`config.mk`:
```
export PLATFORM = sky130hd
export DESIGN_NAME = fault_flag_aggregator
export DESIGN_NICKNAME = d
export VERILOG_FILES = /design/src/design/fault_flag_pkg.sv /design/src/design/level_sync_bank.sv /design/src/design/fault_flag_aggregator.sv
export SDC_FILE = /design/constraint.sdc
export NUM_CORES = 1
export LEC_CHECK = 0
export BUFFER_PORTS_ARGS = -buffer_cell sky130_fd_sc_hd__buf_2
export CORE_MARGIN = 2
export CORE_UTILIZATION = 46
export CTS_CLUSTER_SIZE = 14
export DETAILED_ROUTE_END_ITERATION = 7
export PLACE_DENSITY = 0.77
export SYNTH_ARGS = -nofsm -noshare
export SYNTH_HDL_FRONTEND = slang
export SYNTH_SLANG_ARGS = --single-unit
```
`constraint.sdc`:
```
create_clock -name mclk_in -period 2.03 [get_ports mclk_in]
set_clock_uncertainty 0.2 [all_clocks]
set_input_delay 0.1015 -clock mclk_in [delete_from_list [all_inputs] [get_ports mclk_in]]
set_output_delay 0.1015 -clock mclk_in [all_outputs]
set_load 0.02 [all_outputs]
```
`src/design/fault_flag_pkg.sv`:
```
`default_nettype none
package fault_flag_pkg;

    localparam int ADDR_W = 12;
    localparam int DATA_W = 32;
    localparam int FLAG_W = 5;
    localparam int RAW_W = 8;

    // register indices; the byte address on the bus is four times the index
    localparam logic [9:0] SUMMARY_IDX = 10'h2c0;
    localparam logic [9:0] FLAG_IDX = 10'h2c1;
    localparam logic [9:0] HIDE_IDX = 10'h2c2;
    localparam logic [9:0] PIN_SEL_IDX = 10'h2c3;
    localparam logic [ADDR_W-1:0] SUMMARY_ADDR = {SUMMARY_IDX, 2'h0};
    localparam logic [ADDR_W-1:0] FLAG_ADDR = {FLAG_IDX, 2'h0};
    localparam logic [ADDR_W-1:0] HIDE_ADDR = {HIDE_IDX, 2'h0};
    localparam logic [ADDR_W-1:0] PIN_SEL_ADDR = {PIN_SEL_IDX, 2'h0};

    localparam logic [FLAG_W-1:0] FLAG_RESET = 5'h1f;
    localparam logic [FLAG_W-1:0] HIDE_RESET = 5'h1f;
    localparam logic PIN_SEL_RESET = 1'h0;
    localparam logic [RAW_W-1:0] RAW_RESET = 8'h00;

    // bit order follows the register: bit 4 down to bit 0
    typedef struct packed {
        logic pll_unlock_flag;
        logic link_down_flag;
        logic clock_realign_flag;
        logic oscillator_upset_flag;
        logic divider_mismatch_flag;
    } fault_bits_t;

    typedef struct packed {
        logic hide_pll_unlock;
        logic hide_link_down;
        logic hide_clock_realign;
        logic hide_oscillator_upset;
        logic hide_divider_mismatch;
    } hide_bits_t;

    // raw inputs from the detectors, gathered for the synchroniser bank
    typedef struct packed {
        logic cal_status;
        logic pll_locked;
        logic serial_link_enable;
        logic link_data_state;
        logic clock_realign;
        logic nco_resync;
        logic phase_mismatch;
        logic divider_mismatch;
    } raw_in_t;

    typedef enum logic [1:0] {
        BUS_IDLE = 2'b01,
        BUS_ANSWER = 2'b10
    } bus_state_t;

endpackage
`default_nettype wire

```
`src/design/level_sync_bank.sv`:
```
`timescale 1ns/100ps
`default_nettype none
module level_sync_bank #(
    parameter int WIDTH = 8,
    parameter logic [WIDTH-1:0] RESET_VAL = '0
) (
    input wire logic clk_in,
    input wire logic rst_n_in,
    input wire logic [WIDTH-1:0] async_in,
    output logic [WIDTH-1:0] stable_out
);

    logic [WIDTH-1:0] meta_ff;
    logic [WIDTH-1:0] s2_ff;
    logic [WIDTH-1:0] s3_ff;
    logic [WIDTH-1:0] stable_ff;
    logic [WIDTH-1:0] nxt_stable;

    genvar i;
    generate
        for (i = 0; i < WIDTH; i++)
        begin : g_bit
            // a change is taken only once stages two and three agree
            always_comb
            begin
                nxt_stable[i] = (s2_ff[i] == s3_ff[i]) ? s3_ff[i] :
                    stable_ff[i];
            end
        end
    endgenerate

    always_ff @(posedge clk_in or negedge rst_n_in)
    begin
        if (!rst_n_in)
        begin
            meta_ff <= RESET_VAL;
            s2_ff <= RESET_VAL;
            s3_ff <= RESET_VAL;
            stable_ff <= RESET_VAL;
        end
        else
        begin
            meta_ff <= async_in;
            s2_ff <= meta_ff;
            s3_ff <= s2_ff;
            stable_ff <= nxt_stable;
        end
    end

    assign stable_out = stable_ff;

endmodule // level_sync_bank
`default_nettype wire

```
`src/design/fault_flag_aggregator.sv`:
```
// Register access over Avalon-MM was chosen for this implementation.
`timescale 1ns/100ps
`default_nettype none
// Overview of operation
// - summary bit is high while any flag is set with its mask clear.
// - a set mask bit 4..0 keeps the same flag out of the summary.
// - when selected, the summary drives the status output pin as interrupt.
// - flag bit 4 sets whenever the PLL is not locked.
// - flag bit 3 sets while the link is enabled but not in data state.
// - flag bit 2 sets whenever a realign event realigns internal clocks.
// - flag bit 1 sets on NCO disable, NCO resync or phase mismatch.
// - flag bit 0 sets whenever channel A and B dividers disagree.
// - writing one clears that flag only; other flags are untouched.
// - the flag register resets to 0x1f, all flags set.
// - the mask register resets to 0x1f, all flags masked.
// - the summary register is read-only; upper 31 bits reserved.
module fault_flag_aggregator
    import fault_flag_pkg::*;
(
    input wire logic mclk_in,
    input wire logic nrst_in,
    input wire logic [ADDR_W-1:0] avs_address_in,
    input wire logic avs_read_in,
    input wire logic avs_write_in,
    input wire logic [DATA_W-1:0] avs_writedata_in,
    input wire logic [3:0] avs_byteenable_in,
    output logic [DATA_W-1:0] avs_readdata_out,
    output logic avs_waitrequest_out,
    input wire logic pll_locked_in,
    input wire logic serial_link_enable_in,
    input wire logic link_data_state_in,
    input wire logic clock_realign_in,
    input wire logic nco_resync_in,
    input wire logic phase_mismatch_in,
    input wire logic divider_mismatch_in,
    input wire logic cal_status_in,
    output logic status_output_pin_out,
    output logic irq_out
);

    logic rst_meta_ff;
    logic rst_n_ff;
    raw_in_t raw_async;
    raw_in_t raw_sync;
    fault_bits_t cond;
    fault_bits_t flags_ff;
    fault_bits_t nxt_flags;
    hide_bits_t hide_ff;
    hide_bits_t nxt_hide;
    logic pin_sel_ff;
    logic nxt_pin_sel;
    bus_state_t state_ff;
    bus_state_t nxt_state;
    logic [DATA_W-1:0] readdata_ff;
    logic [DATA_W-1:0] nxt_readdata;
    logic wr_take;
    logic lane0;
    logic [FLAG_W-1:0] clr_vec;
    logic summary;

    // release of the reset is synchronised; assertion stays asynchronous
    always_ff @(posedge mclk_in or negedge nrst_in)
    begin
        if (!nrst_in)
        begin
            rst_meta_ff <= 1'b0;
            rst_n_ff <= 1'b0;
        end
        else
        begin
            rst_meta_ff <= 1'b1;
            rst_n_ff <= rst_meta_ff;
        end
    end

    // detector levels arrive from other clock domains
    assign raw_async = '{
        cal_status: cal_status_in,
        pll_locked: pll_locked_in,
        serial_link_enable: serial_link_enable_in,
        link_data_state: link_data_state_in,
        clock_realign: clock_realign_in,
        nco_resync: nco_resync_in,
        phase_mismatch: phase_mismatch_in,
        divider_mismatch: divider_mismatch_in
    };

    level_sync_bank #(
        .WIDTH(RAW_W),
        .RESET_VAL(RAW_RESET)
    ) u_sync (
        .clk_in(mclk_in),
        .rst_n_in(rst_n_ff),
        .async_in(raw_async),
        .stable_out(raw_sync)
    );

    always_comb
    begin
        cond.pll_unlock_flag = !raw_sync.pll_locked;
        cond.link_down_flag = raw_sync.serial_link_enable &&
            !raw_sync.link_data_state;
        cond.clock_realign_flag = raw_sync.clock_realign;
        // a cleared link enable also stops the NCOs
        cond.oscillator_upset_flag = !raw_sync.serial_link_enable ||
            raw_sync.nco_resync || raw_sync.phase_mismatch;
        cond.divider_mismatch_flag = raw_sync.divider_mismatch;
    end

    // bus handshake: every request waits one cycle, then is answered
    always_comb
    begin
        nxt_state = state_ff;
        nxt_readdata = readdata_ff;
        case (state_ff)
            BUS_IDLE:
            begin
                if (avs_read_in || avs_write_in)
                begin
                    nxt_state = BUS_ANSWER;
                end
                if (avs_read_in)
                begin
                    case (avs_address_in)
                        SUMMARY_ADDR: nxt_readdata =
                            DATA_W'(summary);
                        FLAG_ADDR: nxt_readdata = DATA_W'(flags_ff);
                        HIDE_ADDR: nxt_readdata = DATA_W'(hide_ff);
                        PIN_SEL_ADDR: nxt_readdata = DATA_W'(pin_sel_ff);
                        default: nxt_readdata = '0;
                    endcase
                end
            end
            BUS_ANSWER:
            begin
                nxt_state = BUS_IDLE;
            end
            default:
            begin
                nxt_state = BUS_IDLE;
            end
        endcase
    end

    always_ff @(posedge mclk_in or negedge rst_n_ff)
    begin
        if (!rst_n_ff)
        begin
            state_ff <= BUS_IDLE;
            readdata_ff <= '0;
        end
        else
        begin
            state_ff <= nxt_state;
            readdata_ff <= nxt_readdata;
        end
    end

    assign avs_waitrequest_out = (avs_read_in || avs_write_in) &&
        (state_ff != BUS_ANSWER);
    assign avs_readdata_out = readdata_ff;

    // a write lands at the edge where waitrequest is seen low
    assign wr_take = avs_write_in && (state_ff == BUS_ANSWER);
    assign lane0 = avs_byteenable_in[0];
    assign clr_vec = (wr_take && lane0 && avs_address_in == FLAG_ADDR) ?
        avs_writedata_in[FLAG_W-1:0] : '0;

    always_comb
    begin
        // set beats clear, so a persisting fault is never lost
        nxt_flags = (flags_ff & ~clr_vec) | cond;
        nxt_hide = hide_ff;
        nxt_pin_sel = pin_sel_ff;
        if (wr_take && lane0 && avs_address_in == HIDE_ADDR)
        begin
            nxt_hide = avs_writedata_in[FLAG_W-1:0];
        end
        if (wr_take && lane0 && avs_address_in == PIN_SEL_ADDR)
        begin
            nxt_pin_sel = avs_writedata_in[0];
        end
    end

    always_ff @(posedge mclk_in or negedge rst_n_ff)
    begin
        if (!rst_n_ff)
        begin
            flags_ff <= FLAG_RESET;
            hide_ff <= HIDE_RESET;
            pin_sel_ff <= PIN_SEL_RESET;
        end
        else
        begin
            flags_ff <= nxt_flags;
            hide_ff <= nxt_hide;
            pin_sel_ff <= nxt_pin_sel;
        end
    end

    assign summary = |(flags_ff & ~hide_ff);
    assign irq_out = summary;
    // unselected, the pin keeps showing calibration status
    assign status_output_pin_out = pin_sel_ff ? summary :
        raw_sync.cal_status;

    a_summary_level: assert property (
        @(posedge mclk_in) disable iff (!rst_n_ff)
        (flags_ff.pll_unlock_flag && !hide_ff.hide_pll_unlock) ||
        (flags_ff.link_down_flag && !hide_ff.hide_link_down) ||
        (flags_ff.clock_realign_flag && !hide_ff.hide_clock_realign) ||
        (flags_ff.oscillator_upset_flag &&
        !hide_ff.hide_oscillator_upset) ||
        (flags_ff.divider_mismatch_flag && !hide_ff.hide_divider_mismatch)
        |-> irq_out)
        else $error("summary low with an unmasked flag set");

    a_mask_blocks: assert property (
        @(posedge mclk_in) disable iff (!rst_n_ff)
        ((flags_ff & ~hide_ff) == 5'h00) |-> !irq_out)
        else $error("masked flag reached the summary");

    a_pin_route: assert property (
        @(posedge mclk_in) disable iff (!rst_n_ff)
        pin_sel_ff |-> (status_output_pin_out == irq_out))
        else $error("status pin not showing summary when selected");

    a_pll_sets: assert property (
        @(posedge mclk_in) disable iff (!rst_n_ff)
        !raw_sync.pll_locked |=> flags_ff.pll_unlock_flag)
        else $error("pll unlock flag not set");

    a_link_sets: assert property (
        @(posedge mclk_in) disable iff (!rst_n_ff)
        raw_sync.serial_link_enable && !raw_sync.link_data_state
        |=> flags_ff.link_down_flag)
        else $error("link down flag not set");

    a_realign_sets: assert property (
        @(posedge mclk_in) disable iff (!rst_n_ff)
        $rose(raw_sync.clock_realign) |=> flags_ff.clock_realign_flag)
        else $error("realign flag not set");

    a_upset_sets: assert property (
        @(posedge mclk_in) disable iff (!rst_n_ff)
        !raw_sync.serial_link_enable || raw_sync.nco_resync ||
        raw_sync.phase_mismatch |=> flags_ff.oscillator_upset_flag)
        else $error("oscillator upset flag not set");

    a_divider_sets: assert property (
        @(posedge mclk_in) disable iff (!rst_n_ff)
        raw_sync.divider_mismatch |=> flags_ff.divider_mismatch_flag)
        else $error("divider mismatch flag not set");

    a_clear_exact: assert property (
        @(posedge mclk_in) disable iff (!rst_n_ff)
        wr_take && lane0 && avs_address_in == FLAG_ADDR |=>
        (($past(flags_ff) & ~$past(avs_writedata_in[FLAG_W-1:0]) &
        ~flags_ff) == '0))
        else $error("flag clear touched the wrong bits");

    a_clear_lands: assert property (
        @(posedge mclk_in) disable iff (!rst_n_ff)
        wr_take && lane0 && avs_address_in == FLAG_ADDR |=>
        ((flags_ff & $past(avs_writedata_in[FLAG_W-1:0]) & ~$past(cond)) ==
        '0))
        else $error("written flag not cleared");

    a_flag_sticky: assert property (
        @(posedge mclk_in) disable iff (!rst_n_ff)
        !(wr_take && lane0 && avs_address_in == FLAG_ADDR) |=>
        (($past(flags_ff) & ~flags_ff) == '0))
        else $error("flag dropped without a clear");

    a_hide_write: assert property (
        @(posedge mclk_in) disable iff (!rst_n_ff)
        wr_take && lane0 && avs_address_in == HIDE_ADDR |=>
        hide_ff == $past(avs_writedata_in[FLAG_W-1:0]))
        else $error("mask write did not land");

    a_reset_values: assert property (
        @(posedge mclk_in)
        $rose(rst_n_ff) |-> (flags_ff == FLAG_RESET) &&
        (hide_ff == HIDE_RESET))
        else $error("flag or mask register reset value wrong");

    a_summary_ro: assert property (
        @(posedge mclk_in) disable iff (!rst_n_ff)
        wr_take && avs_address_in == SUMMARY_ADDR |=>
        $stable(hide_ff) && $stable(pin_sel_ff))
        else $error("write to summary register changed state");

    a_summary_upper: assert property (
        @(posedge mclk_in) disable iff (!rst_n_ff)
        avs_read_in && !avs_waitrequest_out &&
        avs_address_in == SUMMARY_ADDR |->
        avs_readdata_out[DATA_W-1:1] == '0)
        else $error("reserved summary bits not zero");

    a_bus_answer: assert property (
        @(posedge mclk_in) disable iff (!rst_n_ff)
        avs_waitrequest_out &&
        (avs_read_in || avs_write_in) ##1 (avs_read_in || avs_write_in)
        |-> !avs_waitrequest_out)
        else $error("request not answered after one wait cycle");

endmodule // fault_flag_aggregator
`default_nettype wire

```
After elaboration in Yosys (flattened, before gate mapping)
Index checks and enable logic that the tools add are counted.
- bitwise gates (word level): 5
- multiplexer cells: 5
- equality and inequality tests: 16
- reductions and logical operators: 15
- operator list (operator ; count):
    equality test 12 bit, second input constant ; 4
    case mux 5 bit (4 select lines) ; 1
    AND 5 bit ; 2
    inverter 5 bit ; 2
    equality test 1 bit ; 8
    logical AND 1 bit ; 7
    two-way mux 5 bit ; 1
    OR 5 bit ; 1
    OR reduction 5 bit ; 1
    two-way mux 2 bit ; 2
    != test 2 bit, second input constant ; 2
    zero test 1 bit ; 3
    logical OR 1 bit ; 3
    equality test 2 x 1 -> 1 bit, second input constant ; 1
    equality test 2 bit, second input constant ; 1
    AND reduction 2 bit ; 1
    two-way mux 1 bit ; 1
- output and inout bits: 35
- bits of input ports: 60
- register bits after elaboration: 79
- logic and storage cells: 67

Depth between registers and ports, before layout
Gate-level depths: netlist of run 1.
- depth after elaboration: 8
- depth in mapped cells: 4
- depth with buffers taken out: 4

Hierarchy
From an unflattened synthesis of run 1, not the netlist that was laid out.
- cell total of the unflattened synthesis: 152
- area, all modules: 2070.7 µm²
- by module, submodules not included (module ; times used ; cells an instance ; area each (µm²) ; sequential area each (µm²)):
    fault_flag_aggregator ; 1 ; 112 ; 1179.9 ; 514.2
    level_sync_bank ; 1 ; 40 ; 890.9 ; 800.8

Worst setup path before layout of run 1
No wires, ideal clock.
- path kind: register to output
- start: reg hide_ff[1] in the netlist's numbering
- end: out status_output_pin_out
- path buffers: 0
- arrival: 1.578 ns
- cell stages (with the launch flop): 4
- slack: 0.150 ns
- data required time: 1.728 ns
- cells stage by stage: dfstp_2 -> nor2b_1 -> or4_1 -> mux2_2
- word-level cells in the longest chain between the ends: 4
- ends and longest elaborated chain (element ; line ; text):
    from (decl) ; fault_flag_aggregator.sv:48 ; hide_bits_t hide_ff;
    from (signal assigned) ; fault_flag_aggregator.sv:196 ; hide_ff <= nxt_hide;
    inverter 5 bit ; fault_flag_aggregator.sv:201 ; assign summary = |(flags_ff & ~hide_ff);
    AND 5 bit ; fault_flag_aggregator.sv:201 ;
    OR reduction 5 bit ; fault_flag_aggregator.sv:201 ;
    named net irq_out ; fault_flag_aggregator.sv:38 ; output logic irq_out
    two-way mux 1 bit ; fault_flag_aggregator.sv:204 ; assign status_output_pin_out = pin_sel_ff ? summary :
    to (decl) ; fault_flag_aggregator.sv:37 ; output logic status_output_pin_out,
The timed path passes the listed nets, and every way through them passes these cells.

Worst setup path in the final report of run 1
- start: reg hide_ff[2] in the netlist's numbering
- end: out status_output_pin_out
- word-level cells in the longest chain between the ends: 4
- ends and longest elaborated chain (element ; line):
    inverter 5 bit ; fault_flag_aggregator.sv:201
    AND 5 bit ; fault_flag_aggregator.sv:201
    OR reduction 5 bit ; fault_flag_aggregator.sv:201
    two-way mux 1 bit ; fault_flag_aggregator.sv:204
No other way between the ends.

==> metrics, run 1 <==
RSZ-0062 raised after global routing yes; RR Startpoint state_ff[0]$_DFFE_PN1P_; Core Box Area 4320 um^2; Hold Slack 122 ps; crit path from hide_ff[2]$_DFFE_PN1P_; share of cells above drive strength 1 34.4%; root buffer selected by CTS clkbuf_8; Seq pwr share 59.1%; Worst Path Max Fanout 2; Syn Area/Cell 13.7 um^2; vias in the first global route 1220; Max-slew headroom 60.5%; Initial Util 47.6%; DR iter-0 viols 44; Worst Reg2Reg Path Length in Cells 4; synth-to-layout area growth 22.9%; GRT overflow 0; Worst setup SP type flip-flop; DIE AREA 5030 um^2; WS Path Type reg2out; sw power 0.480 mW; final slew viol count 0; Post-synth top flop dfrtp_1; clock network fraction of design power 28.8%; failing checks setup timing; Net Sw Frac 25.0%; Post-DRT Antenna Nets 0; htree depth 2; pin count of the biggest net entering global routing 51; post-synthesis sequential area ratio 63.9%; Synth cell types 30; Worst setup EP type output pin; CP Data Arrival Time 1830 ps; MaxCap Viol Count 0; Mapped Area 2060 um^2; fin crit period 2130 ps; Pint 1.44 mW; final worst setup slack -102 ps; Post-route DRC 0; Leak 1.21 nW; clk_lat worst skew 300 ps; # diodes 0; Fmax 469 MHz; PortBufs 37; status complete, but fails checks; DP Area 2220 um^2; EDFF count, synth 0; fin crit share 105%; hold crit path type in2reg; reg2reg end flags_ff[1]$_DFF_PN1_; fraction of registers with async set/reset 100%; Die Y 70.9 um; Layout Nets 277; Final setup viols 1; via/cell ratio 4.59; first-pass GRT wire length 5.38 mm; DRT Pass-1 Iters 2; Design Area, Final 2530 um^2; die width 70.9 um; vias post-DR 1240; Max VDD drop 535 uV; Synth warnings 0; # IOs 95; critical path endpoint status_output_pin_out; GRT Util Overall 14.0%; Routed WL 3.26 mm; antenna violations before repair 0; Worst EP required 1730 ps; site row count 24; CTS tree yes; clock buffer depth 2; R2R Setup Slk 290 ps; Final HPWL DP 2.21 mm; Power Total 1.92 mW; Clock Sinks 52; PD cells 760 nW/um^2; Slew @ Worst Pin 593 ps; placer congestion estimate 0.821; Cells after Synth 150; total CTS buffers 5; Fin. Hold Viols 0; drt wl/cell 12.1 um; #FFs+latches synth 52; combinational power share 12.2%; Reg clk slew, reported paths 90 ps
-- per-stage QoR --
step                setup WS (ps)  util, %  setup TNS, ps  instances
floorplan                     150        -              0        176
global placement              162     51.4              0        240
detailed placement            166     51.4              0        240
CTS                          -104     58.5           -104        270
global route                 -149     58.5           -149        270
finish                       -102     58.5           -102        270
-- how the worst min path moves through the flow --
stage | cells past startpoint | to | slack [ps] | from
floorplan | 0 | rst_meta_ff$_DFF_PN0_ | -390 | nrst_in
global placement | 1 | rst_meta_ff$_DFF_PN0_ | -310 | nrst_in
detailed placement | 1 | rst_meta_ff$_DFF_PN0_ | -310 | nrst_in
CTS | 5 | flags_ff[2]$_DFF_PN1_ | 120 | avs_address_in[4]
global route | 5 | flags_ff[2]$_DFF_PN1_ | 140 | avs_address_in[4]
finish | 5 | flags_ff[2]$_DFF_PN1_ | 120 | avs_address_in[4]
-- worst max-delay path, stage by stage, from the launching register on --
cell and delay, ps:
dfstp_2 540, nor2b_2 40, or4_4 530, mux2_4 280, buf_6 130
-- flip-flops by register name (all words and copies together) (netlist names) --
name,flops
avs_readdata_out,5
flags_ff,5
hide_ff,5
pin_sel_ff,1
rst_meta_ff,1
rst_n_ff,1
state_ff,2
u_sync.meta_ff,8
u_sync.s2_ff,8
u_sync.s3_ff,8
u_sync.stable_out,8
-- cell usage in the layout, fill, tap and decap left out, types with 2 or more instances in the layout --
cell | Yosys | routed
dfrtp_1 | 41 | 40
buf_2 | 0 | 36
conb_1 | 2 | 28
dlygate4sd3_1 | 0 | 19
dfstp_2 | 11 | 11
a22o_1 | 8 | 8
maj3_1 | 8 | 8
nor2b_1 | 8 | 7
mux2_2 | 7 | 6
inv_1 | 5 | 5
a21oi_1 | 5 | 5
nand2_1 | 5 | 5
clkbuf_8 | 0 | 5
buf_4 | 27 | 5
nor2_1 | 3 | 3
and4bb_2 | 2 | 2
a21o_1 | 2 | 2
clkbuf_1 | 0 | 2
-- routing by layer --
layer / up-vias / part of all wire [%] / track usage (%)
li1: 597 / - / -
met1: 584 / 41 / 16.3
met2: 52 / 49 / 22.8
met3: 7 / 8.3 / 5.70
met4: 0 / 1.6 / 6.50
met5: - / 0 / 0
-- what timing repair did --
item                                   in CTS  in global routing
pin swaps                                   1                  0
endpoints found under the hold margin      24                  0
gates resized for setup                     5                  0
hold buffers                               19                  0
setup buffers                               3                  0
setup endpoints to repair                   1                  1
-- cell usage after synthesis, drive strengths merged (2+ instances only) --
library cell	number	share of area (%)
a21o	2	0.73
a21oi	5	1.2
a22o	8	3.4
and4	2	0.97
and4bb	2	1.2
buf	27	9.8
conb	2	0.36
dfrtp	41	50
dfstp	11	14
inv	5	0.91
maj3	8	3.9
mux2	7	3.8
nand2	5	0.91
nor2	3	0.55
nor2b	8	2.4
-- layout make-up --
type / instances / area [um^2]
fillers: 390 / 1790
flip-flops and latches: 52 / 1320
multi-input cells: 92 / 631
repair buffers: 61 / 419
clock buffers: 7 / 76.3
well taps: 52 / 65.1
inverters: 5 / 18.8
clock inverters: 1 / 5.00
-- power by group through the flow --
stage / combinational, mW / clock [mW] / sequential (mW)
floorplan: 0.169 / 0 / 1.16
global placement: 0.199 / 0 / 1.15
detailed placement: 0.202 / 0 / 1.16
CTS: 0.235 / 0.576 / 1.14
global route: 0.259 / 0.620 / 1.15
finish: 0.234 / 0.553 / 1.14
-- logic make-up after synthesis --
family	Yosys count	synth area share [%]
AO/OA/AOI/OAI	21	7.59
other	2	0.365
multiplexers	7	3.83
adder cells (fa/ha/maj)	8	3.89
flip-flops	52	63.9
AND/OR/NAND/NOR	28	9.72
buffers and inverters	32	10.8
Power figures use the tool's default switching activity.
==> run 2: changes to the inputs <==
--- a/config.mk
+++ b/config.mk
@@ -5,9 +5,10 @@
 export SDC_FILE = /design/constraint.sdc
 export NUM_CORES = 1
 export LEC_CHECK = 0
+export ABC_AREA = 1
 export BUFFER_PORTS_ARGS = -buffer_cell sky130_fd_sc_hd__buf_2
 export CORE_MARGIN = 2
-export CORE_UTILIZATION = 46
+export CORE_UTILIZATION = 47
 export CTS_CLUSTER_SIZE = 14
 export DETAILED_ROUTE_END_ITERATION = 7
 export PLACE_DENSITY = 0.77
==> metrics, run 2 <==
status completed; Final setup viols 0; crit path buf inv count 2; hold_sp avs_address_in[0]; GRT overflow 0; CP Cell Sequence inv_1 -> o21ai_0 -> nor2_1 -> a21oi_1 -> buf_2; EDFF count, synth 0; DRT Pass-1 Iters 4; clock buffer depth 2; cts repair resizes 0; Mapped Area 2220 um^2; final slew viol count 0; Layout Nets 336; clk_lat worst skew 300 ps; Worst setup EP type output pin; Reg clk slew, reported paths 90 ps; DIE AREA 5290 um^2; # diodes 0; synth top area cells dfrtp_1 46%, dfstp_2 13%, buf_4 9.5%; htree depth 2; #FFs+latches synth 52; hold path cells 6; RSZ-0062 raised after global routing no; Synth cell types 26; most common library cells after synthesis 50 x nand2_1, 41 x dfrtp_1, 28 x buf_4; DP Area 2350 um^2; DR iter-0 viols 62; CTS tree yes; Worst EP required 1730 ps; Clock Sinks 52; Initial Util 48.0%; drt wl/cell 10.5 um; hold crit path type in2reg; post-CTS setup buffers 0; GRT Util Overall 15.2%; WS Path Type reg2out; PortBufs 37; Routed WL 3.49 mm; crit path from flags_ff[2]$_DFF_PN1_; first-pass GRT wire length 6.08 mm; Synth area leader dfrtp_1; CP max stage cell dfstp_2; # IOs 95; R2R Setup Slk 430 ps; Design Area, Final 2620 um^2; Fmax 549 MHz; fin crit period 1820 ps; Post-synth top flop dfrtp_1; antenna violations before repair 0; CP Data Arrival Time 1520 ps; vias post-DR 1487; setup TNS 0 ps; Worst Hold Path EP pin_sel_ff$_DFFE_PN0P_; Cells after Synth 217; Slew @ Worst Pin 592 ps; site row count 25; post-synth top area share 46.2%; Leak 1.36 nW; share of cells above drive strength 1 25.6%; Worst setup SP type flip-flop; die width 72.7 um; highest-count cells in the layout ignoring fill and taps 50 x nand2_1, 40 x dfrtp_1, 37 x buf_2; Final HPWL DP 2.46 mm; via/cell ratio 4.49; fin crit share 89.7%; placer congestion estimate 0.828; Core Box Area 4630 um^2; Die Y 72.7 um; RR Startpoint state_ff[0]$_DFFE_PN1P_; Max-slew headroom 60.6%; total CTS buffers 5; CP peak stage delay 550 ps; synth-to-layout area growth 17.8%; post-synthesis sequential area ratio 59.2%; Synth warnings 0; Post-route DRC 0; pin count of the biggest net entering global routing 51; Max VDD drop 577 uV; vias in the first global route 1509; CP top delay family flip-flops; PD cells 744 nW/um^2; MaxCap Viol Count 0; fraction of registers with async set/reset 100%; most common cell in the synthesized netlist nand2_1; most common cell after layout, fill and taps aside nand2_1; Post-DRT Antenna Nets 0; reg2reg end avs_readdata_out[3]$_DFFE_PN0P_; Syn Area/Cell 10.2 um^2; Fin. Hold Viols 0; root buffer selected by CTS clkbuf_8; Worst Reg2Reg Path Length in Cells 7; Worst Path Max Fanout 3
==> run 2: changes by cell type after synthesis, sizes merged, moves of 3 or more <==
cell and change:
a21oi -3, a22o -8, inv +19, mux2 -7, nand2 +47, nand3 +14, nand4 +4, nor2 +13
nor2b -8, o21ai +5
==> run 2: worst max-delay path by stage <==
stage	to	cells past startpoint
floorplan	avs_readdata_out[0]$_DFFE_PN0P_	0
global placement	avs_readdata_out[1]$_DFFE_PN0P_	7
detailed placement	avs_readdata_out[1]$_DFFE_PN0P_	7
CTS	status_output_pin_out	5
global route	status_output_pin_out	5
finish	status_output_pin_out	5
==> run 2: logic make-up (layout without fill, tap and decap cells) <==
family | Yosys count | count (layout) | synth area share [%]
flip-flops | 52 | 52 | 59.2
other | 2 | 28 | 0.338
AO/OA/AOI/OAI | 9 | 9 | 2.14
adder cells (fa/ha/maj) | 8 | 8 | 3.61
AND/OR/NAND/NOR | 92 | 92 | 20.3
buffers and inverters | 54 | 88 | 14.4
==> run 2: worst reg2reg max path, delay by kind of cell, from the launching register on <==
kind / cells / cell delay (ps)
AND/OR/NAND/NOR: 6 / 780
flip-flops: 1 / 520
buffers and inverters: 1 / 50
==> run 2: final cells by class <==
class	instances	area, um^2
fill	419	2010
tap	54	67.6
clock buffer	5	68.8
timing repair buffer	55	363
clock inverter	3	22.5
sequential	52	1320
multi-input combinational	137	684
inverter	25	93.8
==> run 2: through the flow <==
stage          total power, mW  hold slack (ps)  instances  setup WS [ps]  utilization, %
3_3_place_gp              1.35             -312        306            449            50.9
2_1_floorplan             1.33             -394        243            295               -
6_report                  1.95             11.7        331            209            56.5
3_5_place_dp              1.36             -310        306            424            50.9
4_1_cts                   1.98             1.44        331            171            56.5
5_1_grt                   2.05             39.9        331           73.7            56.5
==> run 2: timing repair <==
action                                 in CTS  in global routing
setup endpoints to repair                   0                  0
endpoints found under the hold margin      23                  0
hold buffers                               17                  0
==> run 2: per-layer routing <==
metal  up-vias  global-route usage (%)  routed length, um
li1        738                       -                  -
met1       692                    16.5               1500
met2        45                    26.9               1700
met3        12                    3.31                172
met4         0                    9.47                117
met5         -                       0                  0
==> run 2: report_power, final <==
| group | total [mW] | switching (mW) | internal (mW) | leakage (nW) |
|---|---|---|---|---|
| logic | 0.237 | 0.152 | 0.0842 | 0.703 |
| registers | 1.13 | 0.0264 | 1.10 | 0.607 |
| clock network | 0.583 | 0.336 | 0.247 | 0.0485 |
| total | 1.95 | 0.515 | 1.43 | 1.36 |
==> run 3: changes to the inputs <==
--- a/config.mk
+++ b/config.mk
@@ -14,4 +14,5 @@
 export PLACE_DENSITY = 0.77
 export SYNTH_ARGS = -nofsm -noshare
 export SYNTH_HDL_FRONTEND = slang
+export SYNTH_HIERARCHICAL = 1
 export SYNTH_SLANG_ARGS = --single-unit
==> metrics, run 3 <==
fin crit share 88.2%; Cells after Synth 241; setup TNS 0 ps; failing checks hold timing; DIE AREA 5390 um^2; Fill cells 409; placer congestion estimate 0.838; Max VDD drop 608 uV; Post-synth top flop dfrtp_1; Post-route DRC 0; htree depth 2; drt wl/cell 9.52 um; Fmax 559 MHz; Worst setup EP type output pin; Final setup viols 0; synth top area cells dfrtp_1 45%, dfstp_2 13%, nand2_1 9.6%; total CTS buffers 5; post-layout util 57.0%; final worst setup slack 240 ps; Post-DRT Antenna Nets 0; Worst Path Max Fanout 3; clk_lat worst skew 290 ps; most common library cells after synthesis 58 x nand2_1, 41 x dfrtp_1, 31 x inv_1; Clock Sinks 52; combinational power share 12.2%; # diodes 0; MaxCap Viol Count 0; dpl ws 431 ps; Reg clk slew, reported paths 80 ps; most common cell in the synthesized netlist nand2_1; pin count of the biggest net entering global routing 34; share of cells above drive strength 1 23.3%; Seq pwr share 58.4%; root buffer selected by CTS clkbuf_8; post-synthesis sequential area ratio 58.1%; Synth area leader dfrtp_1; CP Data Arrival Time 1490 ps; DR iter-0 viols 96; via/cell ratio 4.44; DRT Pass-1 Iters 4; GRT Util Overall 14.2%; hold crit path type reg2async; sw power 0.493 mW; Worst setup SP type flip-flop; highest-count cells in the layout ignoring fill and taps 58 x nand2_1, 40 x dfrtp_1, 37 x buf_2; Die Y 73.4 um; clock network fraction of design power 29.4%; Routed WL 3.38 mm; Synth warnings 6; vias in the first global route 1488; PD cells 732 nW/um^2; Syn Area/Cell 9.39 um^2; Hold Slack -5.43 ps; Net Sw Frac 25.2%; Power Total 1.96 mW; site row count 25; post-synth top area share 45.3%; first-pass GRT wire length 5.91 mm; Leak 1.43 nW; Final HPWL DP 2.44 mm; EDFF count, synth 0; GRT overflow 0; CTS tree yes; Pint 1.46 mW; multi-input combinational cell area 697 um^2; vias post-DR 1577; final slew viol count 0; clock buffer depth 2; # IOs 95; RSZ-0062 raised after global routing no; #FFs+latches synth 52; register cell area after layout 1320 um^2; fraction of registers with async set/reset 100%; Initial Util 48.2%; PortBufs 37; synth-to-layout area growth 18.1%; fin crit period 1790 ps; antenna violations before repair 0; Layout Nets 360; Mapped Area 2260 um^2; die width 73.4 um; most common cell after layout, fill and taps aside nand2_1; Core Box Area 4690 um^2; status complete, but fails checks; Fin. Hold Viols 11; Worst EP required 1730 ps; cts repair resizes 0; WS Path Type reg2out; Synth cell types 25
-- run 3: changes by cell type in the layout (fill, tap and decap cells not counted), moves of 7 or more --
| cell | previous run | this run |
|---|---|---|
| a21oi_1 | 2 | 10 |
| inv_1 | 24 | 31 |
| maj3_1 | 8 | 0 |
| nand2_1 | 50 | 58 |
| nor2_1 | 8 | 17 |
-- run 3: path summary, 6_finish.rpt --
check | startpoint | end | slack, ps | cells past startpoint
max in group asynchronous | nrst_in | rst_n_ff$_DFF_PN0_ | 1050 | 3
min in group mclk_in | avs_address_in[0] | pin_sel_ff$_DFFE_PN0P_ | 10 | 6
worst max-delay path | flags_ff[2]$_DFF_PN1_ | status_output_pin_out | 240 | 5
worst max register to register | state_ff[0]$_DFFE_PN1P_ | avs_readdata_out[1]$_DFFE_PN0P_ | 450 | 7
worst min register to register | rst_n_ff$_DFF_PN0_ | u_sync/stable_out[0]$_DFFE_PN0N_ | -5 | 0
worst min-delay path | rst_n_ff$_DFF_PN0_ | u_sync/stable_out[0]$_DFFE_PN0N_ | -5 | 0
-- run 3: final cells by class --
cell class | instances | area share [%]
inverters | 33 | 4.63
clock inverters | 2 | 0.375
flip-flops and latches | 52 | 49.3
repair buffers | 55 | 14.0
multi-input cells | 153 | 26.1
clock buffers | 6 | 3.09
well taps | 54 | 2.53
-- run 3: per-stage QoR --
| stage | instances | area, um^2 |
|---|---|---|
| after detailed placement | 330 | 2410 |
| after floorplan | 267 | 2360 |
| after global placement | 330 | 2410 |
| after global routing | 355 | 2670 |
| final | 355 | 2670 |
| after CTS | 355 | 2670 |
-- run 3: cell families (layout without fill, tap and decap cells) --
group                  Yosys count  count (layout)  synth area share [%]
and+or+nand+nor                108             108                  22.3
buffers and inverters           62              96                  15.4
DFF                             52              52                  58.1
AOI/OAI and AO/OA               17              17                  3.87
other                            2              28                 0.332
-- run 3: per-layer routing --
metal	global-route usage [%]	wire [um]
met1	16.5	1460
met2	25.1	1670
met3	4.25	217
met4	4.44	34
met5	0	0
-- run 3: worst max-delay path: stages, from the launching register on --
cell and delay (ps):
dfstp_2 560, inv_1 40, o21ai_0 200, nor2_1 100, a21oi_1 120, buf_2 180
-- run 3: timing repair --
action / in CTS / in global routing
buffers inserted: 0 / 0
endpoints found under the hold margin: 23 / 0
hold buffers: 17 / 0
-- run 3: power by group through the flow --
stage          registers [mW]  logic, mW  clock network [mW]
5_1_grt                  1.15      0.277               0.640
2_1_floorplan            1.16      0.186                   0
3_5_place_dp             1.16      0.217                   0
3_3_place_gp             1.16      0.212                   0
4_1_cts                  1.14      0.243               0.603
6_report                 1.14      0.239               0.575
